**src/psl_pkg.sv**
```systemverilog
// Purpose: shared constants for the sensor link timing block
// Assumes: 125 MHz system clock, link timing on a 4 MHz tick
// Notes: bit, programming and OTP times are kept in their own unit, tick counts derive from them
package psl_pkg;
    // clock and oscillator tick
    localparam int CLK_KHZ = 125000;
    localparam int OSC_KHZ = 4000;
    // bit times in ns and ticks
    localparam int BIT_LOW_NS = 8000;
    localparam int BIT_HIGH_NS = 5250;
    localparam int BIT_LOW_TICKS = BIT_LOW_NS * OSC_KHZ / 1000000;
    localparam int BIT_HIGH_TICKS = BIT_HIGH_NS * OSC_KHZ / 1000000;
    // frame and slot timing, in oscillator periods
    localparam int ASYNC_TICKS = 912;
    localparam int SLOT_DEFAULT = 186;
    localparam int SLOT_DC2 = 768;
    localparam int SLOT_DC3 = 1400;
    localparam int SETUP_SYNC = 52;
    localparam int SETUP_DOUBLE = 54;
    localparam int INTERP_STAGES = 64;
    // init and chain timing
    localparam int INIT1_TICKS = 532000;
    localparam int INIT2_SYNC10 = 256;
    localparam int INIT2_SYNC8 = 288;
    localparam int INIT2_ASYNC10 = 512;
    localparam int INIT2_ASYNC8 = 576;
    localparam int INIT3_SYNC = 2;
    localparam int INIT3_ASYNC = 19;
    localparam int BLANK_TICKS = 200000;
    // programming mode
    localparam int PM_PERIOD_US = 500;
    localparam int PM_TIMEOUT_TICKS = 4 * PM_PERIOD_US * OSC_KHZ / 1000;
    localparam int OTP_BIT_US = 512;
    localparam int OTP_BIT_TICKS = (OTP_BIT_US * OSC_KHZ + 999) / 1000;
    // output limits
    localparam int RANGE_LIM = 480;
    localparam int OFFMON_LIM = 66;
    // register map
    localparam logic [7:0] ADDR_CTRL = 8'h00;
    localparam logic [7:0] ADDR_SLOT = 8'h04;
    localparam logic [7:0] ADDR_STATUS = 8'h08;
    localparam logic [7:0] ADDR_SAMPLE = 8'h0c;
    localparam logic [9:0] CTRL_RESET = 10'h000;
    // control and status bit positions
    localparam int C_ASYNC = 0;
    localparam int C_HIGHRATE = 1;
    localparam int C_TENBIT = 2;
    localparam int C_DAISY = 3;
    localparam int C_PROGSLOT = 4;
    localparam int C_DOUBLE = 5;
    localparam int C_PROGMODE = 6;
    localparam int C_CHAINPOS = 7;
    localparam int S_TIMEOUT = 6;
    typedef enum logic [1:0] {PH_INIT1, PH_INIT2, PH_INIT3, PH_RUN} psl_phase_t;
endpackage

```
**src/psl_sensor_link.sv**
```systemverilog
// Purpose: link timing of a current-modulated satellite sensor
// Assumes: sync pin from outside, sensor samples on clk domain
// Notes: frame content beyond start bits, data and parity is elsewhere
//
// Implementation choices: the register offsets and the address-and-strobe port.
`timescale 1ns/10ps
`default_nettype none
module psl_sensor_link
    import psl_pkg::*;
#(
    parameter int INIT1_LEN = INIT1_TICKS,
    parameter int BLANK_LEN = BLANK_TICKS,
    parameter int PM_TIMEOUT_LEN = PM_TIMEOUT_TICKS
) (
    // clock and reset
    input wire logic clk,
    input wire logic nrst,
    // register port
    input wire logic [7:0] regAddr,
    input wire logic [31:0] regWrData,
    input wire logic regWrite,
    input wire logic regRead,
    output logic [31:0] regRdData,
    // link
    input wire logic syncPin,
    output logic modCurrent,
    output logic chainSwitchGate,
    // sensor core
    input wire logic signed [9:0] sampleIn,
    input wire logic signed [9:0] offsetRaw,
    // command decoder
    input wire logic setAddrReq,
    input wire logic progInputSeen,
    input wire logic otpWriteReq,
    output logic cmdDiscard,
    output logic otpProgram
);
    ////////////////////////////////////////////////////////////////////
    // oscillator tick: fractional divider gives an exact 4 MHz average
    logic [7:0] acc_reg;
    logic tick_reg;
    wire [7:0] accSum = acc_reg + 8'(OSC_KHZ / 1000);
    wire accWrap = accSum >= 8'(CLK_KHZ / 1000);
    always_ff @(posedge clk) begin
        if (!nrst) begin
            acc_reg <= 8'h00;
            tick_reg <= 1'b0;
        end else begin
            acc_reg <= accWrap ? accSum - 8'(CLK_KHZ / 1000) : accSum;
            tick_reg <= accWrap;
        end
    end

    ////////////////////////////////////////////////////////////////////
    // sync pin synchroniser and rising-edge detect from the second and third stages
    logic syncS1_reg, syncS2_reg, syncS3_reg;
    always_ff @(posedge clk) begin
        if (!nrst) begin
            syncS1_reg <= 1'b0;
            syncS2_reg <= 1'b0;
            syncS3_reg <= 1'b0;
        end else begin
            syncS1_reg <= syncPin;
            syncS2_reg <= syncS1_reg;
            syncS3_reg <= syncS2_reg;
        end
    end
    wire syncEdge = syncS2_reg && !syncS3_reg;

    ////////////////////////////////////////////////////////////////////
    // registers
    logic [9:0] ctrl_reg;
    logic [9:0] slotField_reg;
    logic [31:0] rd_reg;
    logic timeout_reg;
    wire asyncMode = ctrl_reg[C_ASYNC];
    wire highRate = ctrl_reg[C_HIGHRATE];
    wire tenBit = ctrl_reg[C_TENBIT];
    wire daisy = ctrl_reg[C_DAISY];
    wire progSlot = ctrl_reg[C_PROGSLOT];
    wire dblRate = ctrl_reg[C_DOUBLE];
    wire progMode = ctrl_reg[C_PROGMODE];
    wire [1:0] chainPos = ctrl_reg[C_CHAINPOS +: 2];

    // response delay after a sync, in oscillator periods
    function automatic logic [10:0] slotTicks(input logic dc, input logic ps,
                                              input logic [1:0] pos, input logic [9:0] fld);
        logic [10:0] t;
        t = 11'(SLOT_DEFAULT);
        if (ps) t = 11'(SLOT_DEFAULT);
        else if (dc && pos == 2'h2) t = 11'(SLOT_DC2);
        else if (dc && pos == 2'h3) t = 11'(SLOT_DC3);
        else if (!dc && fld != 10'h000) t = {fld, 1'b0};
        return t;
    endfunction

    // phase 2 and 3 lengths, counted in syncs or frames
    function automatic logic [9:0] phaseLen(input logic p3, input logic as, input logic tb);
        logic [9:0] n;
        n = 10'(INIT3_SYNC);
        if (p3) n = as ? 10'(INIT3_ASYNC) : 10'(INIT3_SYNC);
        else if (as) n = tb ? 10'(INIT2_ASYNC10) : 10'(INIT2_ASYNC8);
        else n = tb ? 10'(INIT2_SYNC10) : 10'(INIT2_SYNC8);
        return n;
    endfunction

    wire [10:0] curSlot = slotTicks(daisy, progSlot, chainPos, slotField_reg);
    wire [10:0] setupTicks = dblRate ? 11'(SETUP_DOUBLE) : 11'(SETUP_SYNC);

    ////////////////////////////////////////////////////////////////////
    // interpolation delay line, one stage per tick
    logic signed [9:0] pipe_reg [INTERP_STAGES];
    always_ff @(posedge clk) begin
        if (!nrst) begin
            pipe_reg[0] <= 10'sh000;
        end else if (tick_reg) begin
            pipe_reg[0] <= sampleIn;
        end
    end
    genvar gi;
    generate
        for (gi = 1; gi < INTERP_STAGES; gi++) begin : gPipe
            always_ff @(posedge clk) begin
                if (!nrst) pipe_reg[gi] <= 10'sh000;
                else if (tick_reg) pipe_reg[gi] <= pipe_reg[gi-1];
            end
        end
    endgenerate
    wire signed [9:0] interpOut = pipe_reg[INTERP_STAGES-1];

    // output range limit in ten-bit mode
    wire signed [9:0] limHi = 10'(RANGE_LIM);
    wire signed [9:0] limLo = -10'(RANGE_LIM);
    wire signed [9:0] clipped = !tenBit ? interpOut :
        (interpOut > limHi) ? limHi : (interpOut < limLo) ? limLo : interpOut;

    ////////////////////////////////////////////////////////////////////
    // phase sequencer, slot countdown and sample latch
    psl_phase_t phase_reg;
    logic [19:0] phaseCnt_reg;
    logic [10:0] down_reg;
    logic armed_reg;
    logic signed [9:0] latched_reg;
    logic txStart_reg;
    logic [17:0] blank_reg;
    logic addrPend_reg;
    logic gate_reg;
    wire blanking = blank_reg != 18'h00000;
    wire syncOk = syncEdge && !blanking && !asyncMode && phase_reg != PH_INIT1;
    wire frameStart = tick_reg && armed_reg && down_reg == 11'h001;
    wire phaseStep = asyncMode ? frameStart : syncOk;
    wire [9:0] needLen = phaseLen(phase_reg == PH_INIT3, asyncMode, tenBit);
    wire txDone;

    always_ff @(posedge clk) begin
        if (!nrst) begin
            phase_reg <= PH_INIT1;
            phaseCnt_reg <= 20'h00000;
        end else if (phase_reg == PH_INIT1) begin
            if (tick_reg) begin
                phaseCnt_reg <= phaseCnt_reg + 20'h00001;
                if (phaseCnt_reg == 20'(INIT1_LEN - 1)) begin
                    phase_reg <= PH_INIT2;
                    phaseCnt_reg <= 20'h00000;
                end
            end
        end else if (phase_reg != PH_RUN && phaseStep) begin
            phaseCnt_reg <= phaseCnt_reg + 20'h00001;
            if (phaseCnt_reg[9:0] == needLen - 10'h001) begin
                phase_reg <= (phase_reg == PH_INIT2) ? PH_INIT3 : PH_RUN;
                phaseCnt_reg <= 20'h00000;
            end
        end
    end

    // a sync loads the slot; async reloads the frame period on its own
    // previous mode, so a leftover async countdown is dropped on leaving async if no tick falls in the first cycle after the switch
    logic asyncWas_reg;
    always_ff @(posedge clk) begin
        txStart_reg <= 1'b0;
        asyncWas_reg <= nrst && asyncMode;
        if (!nrst) begin
            down_reg <= 11'h000;
            armed_reg <= 1'b0;
            latched_reg <= 10'sh000;
        end else if (syncOk) begin
            down_reg <= curSlot;
            armed_reg <= 1'b1;
            if (curSlot <= setupTicks) latched_reg <= clipped;
        end else if (asyncMode && !armed_reg && phase_reg != PH_INIT1) begin
            down_reg <= 11'(ASYNC_TICKS);
            armed_reg <= 1'b1;
        end else if (tick_reg && armed_reg) begin
            down_reg <= down_reg - 11'h001;
            if (down_reg == setupTicks + 11'h001) latched_reg <= clipped;
            if (down_reg == 11'h001) begin
                txStart_reg <= 1'b1;
                armed_reg <= asyncMode;
                down_reg <= 11'(ASYNC_TICKS);
            end
        end else if (!asyncMode && asyncWas_reg) begin
            armed_reg <= 1'b0;
        end
    end

    // frame: two start zeros, data lsb first, even parity
    wire [9:0] dataBits = tenBit ? latched_reg : {2'b00, latched_reg[9:2]};
    wire parity = ^dataBits;
    wire [12:0] frameWord = tenBit ? {parity, dataBits, 2'b00} : {2'b00, parity, dataBits[7:0], 2'b00};
    wire [3:0] frameLen = tenBit ? 4'hd : 4'hb;
    wire [5:0] bitLen = highRate ? 6'(BIT_HIGH_TICKS) : 6'(BIT_LOW_TICKS);
    wire [5:0] halfLen = highRate ? 6'((BIT_HIGH_TICKS + 1) / 2) : 6'(BIT_LOW_TICKS / 2);
    logic txCur;
    logic txBusy;
    logic txStartPend_reg;

    // hold the start until the next tick so the serialiser sees it
    always_ff @(posedge clk) begin
        if (!nrst) txStartPend_reg <= 1'b0;
        else if (txStart_reg) txStartPend_reg <= 1'b1;
        else if (tick_reg) txStartPend_reg <= 1'b0;
    end

    psl_manchester_tx uTx (
        .clk(clk),
        .nrst(nrst),
        .tickEn(tick_reg),
        .bitTicks(bitLen),
        .halfTicks(halfLen),
        .start(txStartPend_reg),
        .frame(frameWord),
        .nBits(frameLen),
        .curOn(txCur),
        .busy(txBusy),
        .done(txDone)
    );

    ////////////////////////////////////////////////////////////////////
    // chain addressing: gate and sync blanking after set-address reply
    always_ff @(posedge clk) begin
        if (!nrst) begin
            addrPend_reg <= 1'b0;
            gate_reg <= 1'b0;
            blank_reg <= 18'h00000;
        end else begin
            if (setAddrReq) addrPend_reg <= 1'b1;
            if (txDone && addrPend_reg) begin
                addrPend_reg <= setAddrReq;
                gate_reg <= 1'b1;
                blank_reg <= 18'(BLANK_LEN);
            end else if (tick_reg && blanking) begin
                blank_reg <= blank_reg - 18'h00001;
            end
        end
    end

    ////////////////////////////////////////////////////////////////////
    // programming command timeout and OTP bit timing
    logic [12:0] pmCnt_reg;
    logic pmActive_reg;
    logic discard_reg;
    logic [11:0] otpCnt_reg;
    logic otp_reg;
    wire pmExpire = tick_reg && pmActive_reg && pmCnt_reg == 13'(PM_TIMEOUT_LEN - 1);
    always_ff @(posedge clk) begin
        discard_reg <= 1'b0;
        if (!nrst || !progMode) begin
            pmCnt_reg <= 13'h0000;
            pmActive_reg <= 1'b0;
        end else if (progInputSeen) begin
            pmCnt_reg <= 13'h0000;
            pmActive_reg <= 1'b1;
        end else if (pmExpire) begin
            pmActive_reg <= 1'b0;
            discard_reg <= 1'b1;
        end else if (tick_reg && pmActive_reg) begin
            pmCnt_reg <= pmCnt_reg + 13'h0001;
        end
    end

    always_ff @(posedge clk) begin
        if (!nrst) begin
            otpCnt_reg <= 12'h000;
            otp_reg <= 1'b0;
        end else if (otpWriteReq && !otp_reg) begin
            otpCnt_reg <= 12'(OTP_BIT_TICKS);
            otp_reg <= 1'b1;
        end else if (tick_reg && otp_reg) begin
            otpCnt_reg <= otpCnt_reg - 12'h001;
            otp_reg <= otpCnt_reg != 12'h001;
        end
    end

    ////////////////////////////////////////////////////////////////////
    // offset monitor and output flops
    logic offFault_reg;
    logic mod_reg;
    wire signed [9:0] offLim = 10'(OFFMON_LIM);
    always_ff @(posedge clk) begin
        if (!nrst) begin
            offFault_reg <= 1'b0;
            mod_reg <= 1'b0;
        end else begin
            offFault_reg <= (offsetRaw > offLim) || (offsetRaw < -offLim);
            mod_reg <= txCur;
        end
    end

    ////////////////////////////////////////////////////////////////////
    // register port; timeout flag is write-one-to-clear, a new set wins
    wire [31:0] statusWord = {25'h0, timeout_reg, otp_reg, blanking, gate_reg,
                              offFault_reg, phase_reg};
    wire [31:0] rdMux = (regAddr == ADDR_CTRL) ? {22'h0, ctrl_reg} :
                        (regAddr == ADDR_SLOT) ? {22'h0, slotField_reg} :
                        (regAddr == ADDR_STATUS) ? statusWord :
                        (regAddr == ADDR_SAMPLE) ? {{22{latched_reg[9]}}, latched_reg} : 32'h0;
    always_ff @(posedge clk) begin
        if (!nrst) begin
            ctrl_reg <= CTRL_RESET;
            slotField_reg <= 10'h000;
            rd_reg <= 32'h0;
            timeout_reg <= 1'b0;
        end else begin
            if (regWrite && regAddr == ADDR_CTRL) ctrl_reg <= regWrData[9:0];
            if (regWrite && regAddr == ADDR_SLOT) slotField_reg <= regWrData[9:0];
            if (discard_reg) timeout_reg <= 1'b1;
            else if (regWrite && regAddr == ADDR_STATUS && regWrData[S_TIMEOUT]) timeout_reg <= 1'b0;
            rd_reg <= regRead ? rdMux : 32'h0;
        end
    end

    assign regRdData = rd_reg;
    assign modCurrent = mod_reg;
    assign chainSwitchGate = gate_reg;
    assign cmdDiscard = discard_reg;
    assign otpProgram = otp_reg;

    ////////////////////////////////////////////////////////////////////
    // checks
    a_gate_raise: assert property (@(posedge clk) disable iff (!nrst)
        txDone && addrPend_reg |=> gate_reg && blank_reg == 18'(BLANK_LEN))
        else $error("gate or blanking not started after set-address reply");
    a_sync_blanked: assert property (@(posedge clk) disable iff (!nrst)
        blanking && syncEdge && !asyncMode |=> !txStart_reg)
        else $error("sync acted on while blanked");
    a_slot_load: assert property (@(posedge clk) disable iff (!nrst)
        syncOk |=> down_reg == $past(curSlot) && armed_reg)
        else $error("slot countdown not loaded");
    a_async_reload: assert property (@(posedge clk) disable iff (!nrst)
        frameStart && asyncMode |=> down_reg == 11'(ASYNC_TICKS) && txStart_reg)
        else $error("async frame period wrong");
    a_phase1_len: assert property (@(posedge clk) disable iff (!nrst)
        $changed(phase_reg) && phase_reg == PH_INIT2 |-> $past(phaseCnt_reg) == 20'(INIT1_LEN - 1))
        else $error("phase 1 left early");
    a_range_clip: assert property (@(posedge clk) disable iff (!nrst)
        tenBit |-> clipped <= limHi && clipped >= limLo)
        else $error("ten-bit value out of range");
    a_offset_flag: assert property (@(posedge clk) disable iff (!nrst)
        offsetRaw > offLim ##1 1'b1 |-> offFault_reg)
        else $error("offset fault not flagged");
    a_pm_timeout: assert property (@(posedge clk) disable iff (!nrst)
        pmExpire && progMode && !progInputSeen |=> discard_reg && !pmActive_reg)
        else $error("command timeout missed");
    a_otp_hold: assert property (@(posedge clk) disable iff (!nrst)
        $rose(otp_reg) |-> otpCnt_reg == 12'(OTP_BIT_TICKS))
        else $error("otp bit time short");
    c_chain_done: cover property (@(posedge clk) disable iff (!nrst) $rose(gate_reg));
    c_run_reached: cover property (@(posedge clk) disable iff (!nrst) phase_reg == PH_RUN);
    c_frame_sent: cover property (@(posedge clk) disable iff (!nrst) txDone);
    c_timeout: cover property (@(posedge clk) disable iff (!nrst) discard_reg);
    wire unusedBusy = txBusy;
endmodule
`default_nettype wire

```
**src/psl_manchester_tx.sv**
```systemverilog
// Purpose: serialises one frame as Manchester current modulation
// Assumes: tickEn is a one-cycle 4 MHz enable, frame sent lsb first
// Notes: a start while busy is ignored
`timescale 1ns/10ps
`default_nettype none
module psl_manchester_tx (
    // clock and reset
    input wire logic clk,
    input wire logic nrst,
    // timing
    input wire logic tickEn,
    input wire logic [5:0] bitTicks,
    input wire logic [5:0] halfTicks,
    // frame
    input wire logic start,
    input wire logic [12:0] frame,
    input wire logic [3:0] nBits,
    // line side
    output logic curOn,
    output logic busy,
    output logic done
);
    logic busy_reg;
    logic [12:0] shift_reg;
    logic [3:0] left_reg;
    logic [5:0] cnt_reg;
    logic cur_reg;
    logic done_reg;
    wire bitEnd = (cnt_reg == bitTicks - 6'h01);
    wire firstHalf = (cnt_reg < halfTicks);

    ////////////////////////////////////////////////////////////////////
    // bit counter; the first half of a zero carries current
    always_ff @(posedge clk) begin
        done_reg <= 1'b0;
        if (!nrst) begin
            busy_reg <= 1'b0;
            shift_reg <= 13'h0000;
            left_reg <= 4'h0;
            cnt_reg <= 6'h00;
            cur_reg <= 1'b0;
        end else if (tickEn) begin
            if (!busy_reg) begin
                cur_reg <= 1'b0;
                if (start) begin
                    busy_reg <= 1'b1;
                    shift_reg <= frame;
                    left_reg <= nBits;
                    cnt_reg <= 6'h00;
                    cur_reg <= !frame[0];
                end
            end else if (bitEnd) begin
                cnt_reg <= 6'h00;
                shift_reg <= {1'b0, shift_reg[12:1]};
                left_reg <= left_reg - 4'h1;
                if (left_reg == 4'h1) begin
                    busy_reg <= 1'b0;
                    done_reg <= 1'b1;
                    cur_reg <= 1'b0;
                end else begin
                    cur_reg <= !shift_reg[1];
                end
            end else begin
                cnt_reg <= cnt_reg + 6'h01;
                // mid-bit transition at the half count
                cur_reg <= (cnt_reg + 6'h01 < halfTicks) ? !shift_reg[0] : shift_reg[0];
            end
        end
    end

    assign curOn = cur_reg;
    assign busy = busy_reg;
    assign done = done_reg;

    a_half_split: assert property (@(posedge clk) disable iff (!nrst)
        tickEn && busy_reg && !bitEnd && (cnt_reg + 6'h01 == halfTicks)
        |=> cur_reg == shift_reg[0])
        else $error("mid-bit transition misplaced");
    wire unusedHalf = firstHalf;
endmodule
`default_nettype wire

```
**config.mk**
```make
export PLATFORM = sky130hd
export DESIGN_NAME = psl_sensor_link
export DESIGN_NICKNAME = d
export VERILOG_FILES = /design/src/psl_pkg.sv /design/src/psl_sensor_link.sv /design/src/psl_manchester_tx.sv
export SDC_FILE = /design/constraint.sdc
export NUM_CORES = 1
export LEC_CHECK = 0
export ABC_AREA = 1
export BUFFER_PORTS_ARGS = -buffer_cell sky130_fd_sc_hd__buf_2
export CORE_ASPECT_RATIO = 1.5
export CORE_UTILIZATION = 60
export CTS_CLUSTER_DIAMETER = 200
export DETAILED_ROUTE_END_ITERATION = 7
export PLACE_DENSITY = 0.8
export SYNTH_ARGS = -nofsm -noshare
export SYNTH_HDL_FRONTEND = slang
export SYNTH_SLANG_ARGS = --single-unit
```
**constraint.sdc**
```tcl
create_clock -name clk -period 20.9 [get_ports clk]
set_input_delay 4.18 -clock clk [delete_from_list [all_inputs] [get_ports clk]]
set_output_delay 4.18 -clock clk [all_outputs]
set_load 0.02 [all_outputs]
```
==> impl.org <==
** Status
- The flow ran to the end, and the final reports show no timing, DRC or antenna violations.

** Die
- The floorplan step defined a core boundary enclosing 55050 um2.
- During I/O placement, the number of pins put on the boundary was roughly 100.
- The floorplan step set the die width to 195.3 um.
- Standard-cell row count :: 105
- Floorplan die area :: between 50000 and 60000 um2
- Vert. Die Dim :: 291.9 um
- For this configuration, the core starts out at a cell density of 0.6108.

** STA
- At the pin with the least slew margin, the transition time is about 1.1 ns.
- Final period utilization :: 0.3475
- Worst-case clock skew :: 0.02290 ns
- Final critical-path required period :: approximately 7.3 ns
- In the final timing run, aggregate negative setup slack is 0 ns.
- Setup violations remaining at the end of the flow were counted as 0.
- Across all setup checks in the final design, the least slack found is 13.64 ns.
- Static timing analysis puts the maximum clock frequency at ~140 MHz.
- The final hold violation count was 0.
- Setup repair after global routing left no endpoint under its margin.
- The max-slew violation total from the final report is 0.
- Measured against its own limit, the worst slew margin works out to 0.2438.

** Min path
- Type of the worst min-delay path :: reg -> reg
- The worst hold path was traced through 2 stages.

** Placed design
- In this run the tool buffered the top-level ports with between 80 and 90 buffer cells.
- The HPWL after detailed placement is 34100 um.
- Number of placed cells counting well taps :: a little over 4000
- Global placement routability congestion :: 0.9044
- OpenSTA, run right after detailed placement, puts the worst setup slack at 12.96 ns.

** Setup path
- Data on the critical path is required at its endpoint by ~21 ns.
- Chain of cells forming the critical path :: buf_2, buf_4, nand2_4, buf_4, buf_4, nor2_1
- Crit Path Class :: in -> reg
- For the worst flop-to-flop path, the logic depth is 4.
- Crit-path max cell delay :: 0.91 ns
- R2r setup slk :: 17.40 ns
- Data arrival time of the worst path :: 7.59 ns
- Along the worst path, the maximum fanout reaches about 110.
- Kind of start point of the critical path :: primary input
- Among the stages of the critical path, the cell type that occurs most often is buf_4.
- CP max-delay cell :: buf_4
- Critical Path Sink Type :: flip-flop

** Logic synthesis
- Cell types with the largest area share after synthesis :: edfxtp_1 57%, dfxtp_1 9.9%, nor2_1 9.0%
- Of the post-synthesis cell area, the dominant cell type holds 0.5716.
- Number of enable flip-flop cells after synthesis :: 640
- Yosys printed 0 warnings.
- Commonest cells in the synthesized netlist :: 806 x nor2_1, 797 x inv_1, 640 x edfxtp_1
- In this run the mean area of a mapped cell was 9.994 um2.
- The cell area that synthesis handed to floorplanning was 33620 um2.
- Share of flip-flops with an asynchronous set or reset after synthesis :: 0
- The cell count after synthesis came out at about 3400.
- nor2_1 is the most common cell in the netlist.
- Register bit count reported by yosys :: 807
- Of the synthesized area, sequential elements account for 0.6711.
- Cell variety after synth :: 56
- Library cell occupying the most area in the post-synthesis netlist :: edfxtp_1
- Leading register cell type out of synthesis :: edfxtp_1
- The number of nets handed over by synthesis was 3452.

** Pwr
- For this design the static power due to leakage is approximately 15 nW.
- Dividing total power by cell area gives a power density of 87.81 nW/um2.
- Worst vdd rail ir drop :: about 0.00008 V

** Global routing
- Total gr overflow :: 0
- The via count of the first global-routing pass is 20380.
- Largest net degree at the start of global routing :: 110
- The number of antenna violations at the first check in global routing is 0.
- Total routing resource utilization after global routing :: 0.2036
- First-pass GRT wire length :: between 90000 and 100000 um

** Cells and area
- The number of antenna diodes in the final layout is 0.
- Count of placed standard cells in the final layout, fillers left out :: roughly 4200
- For this run, the post-layout net count is between 3000 and 4000.
- Max FFs per register :: 640
- In the final layout, flip-flops and latches occupy 22560 um2.
- Fillers :: ~4000
- In the final layout, the share of cells above drive strength 1 is 0.07659.
- At the end of the flow the core is filled with cells to 0.6714.
- Multi-input gate area :: between 7000 and 8000 um2
- From synthesis to final layout, the design area changed by 9.929%.

** Clock network
- H-tree depth :: 3
- CTS hold repair buffers :: 0
- Worst-Skew Late Latency :: approximately 0.63 ns
- CTS tree :: built
- TritonCTS created 74 clock buffers.
- Num Clock Sinks :: slightly above 800
- Post-CTS timing repair inserted 0 buffers for setup.
- Buffer cell driving the clock tree root :: clkbuf_16
- After clock tree synthesis, the clock-pin slew on the worst setup and hold paths is 0.07 ns.
- Resized cells post-CTS :: 0
- The clock passes through at most 3 buffers.

** Drt
- Number of DRC violations after detailed routing :: 0
- Total Routed Length :: about 57000 um
- Detailed-router iteration count before antenna repair :: 5
- Average wire length per cell after detail routing :: around 14 um
- First DRT Iteration DRCs :: 1098
- The routed layout has 20820 vias.
- Number of nets with antenna violations after detailed routing :: 0
- Ratio of routed vias to standard cells :: 4.996

** Run
- Number of max-cap violations :: 0
cell usage in the layout, fill, tap and decap left out, types with 10 or more instances in the layout:
cell type,synthesis,final
inv_1,797,797
buf_2,6,81
clkinv_2,0,14
inv_2,17,17
clkinv_1,2,14
dfxtp_1,167,167
nor2_1,806,806
a21oi_1,118,118
nand4_1,27,27
bufinv_16,0,10
o21ai_0,113,113
xor2_1,30,30
nor4_1,12,12
nor3_1,33,33
ha_1,20,20
o22ai_1,10,10
buf_4,24,17
clkbuf_16,0,75
a31oi_1,14,14
nand2_1,258,256
xnor2_1,10,10
edfxtp_1,640,640
o21ai_1,11,11
nand3_1,85,85
final cells by class:
type	instances	share of cell area
flip-flops and latches	807	0.6104
multi-input cells	1616	0.2002
inverters	817	0.08311
clock buffers	86	0.05244
well taps	695	0.02353
clock inverters	49	0.01588
repair buffers	98	0.01442
cells by family (layout without fill, tap and decap cells):
| kind of cell | Yosys count | after routing | synth area share |
|---|---|---|---|
| buffers and inverters | 941 | 1050 | 0.1093 |
| AOI/OAI and AO/OA | 294 | 294 | 0.04734 |
| DFF | 807 | 807 | 0.6711 |
| and+or+nand+nor | 1262 | 1262 | 0.1544 |
| adders and majority gates | 20 | 20 | 0.007443 |
| xor gates and xnor gates | 40 | 40 | 0.01042 |
critical path, delay by kind of cell:
| kind | cells | cell delay [ns] |
|---|---|---|
| AND/OR/NAND/NOR | 2 | 0.77 |
| buffers and inverters | 4 | 2.51 |
report_power, final:
group | leakage, nW | switching [mW] | total, mW | internal (mW)
registers | 7.95 | 0.0143 | 1.79 | 1.77
clock network | 1.23 | 0.597 | 1.40 | 0.799
logic | 6.22 | 0.0493 | 0.0636 | 0.0142
per-layer routing:
layer  track usage  vias up  share of wire
li1              -    10620              -
met1        0.2355     9747           0.41
met2        0.3735      347           0.52
met3       0.03095      114          0.034
met4       0.08546        0          0.032
met5             0        -              0
final timing paths:
check             start               end
max                nrst  pipe_reg[1][124]
min reg2reg  syncS1_reg        syncS2_reg
max reg2reg    tick_reg    pipe_reg[0][3]
min          syncS1_reg        syncS2_reg
per-stage QoR:
step	cell area [um2]	hold slack (ns)	power [mW]
finish	36960	0.4196	3.245
CTS	36960	0.4232	3.273
global placement	34430	0.4005	1.880
floorplan	33620	0.3905	1.899
detailed placement	34430	0.3969	1.883
global route	36960	0.4523	3.343
(Power assumes the default switching activity.)
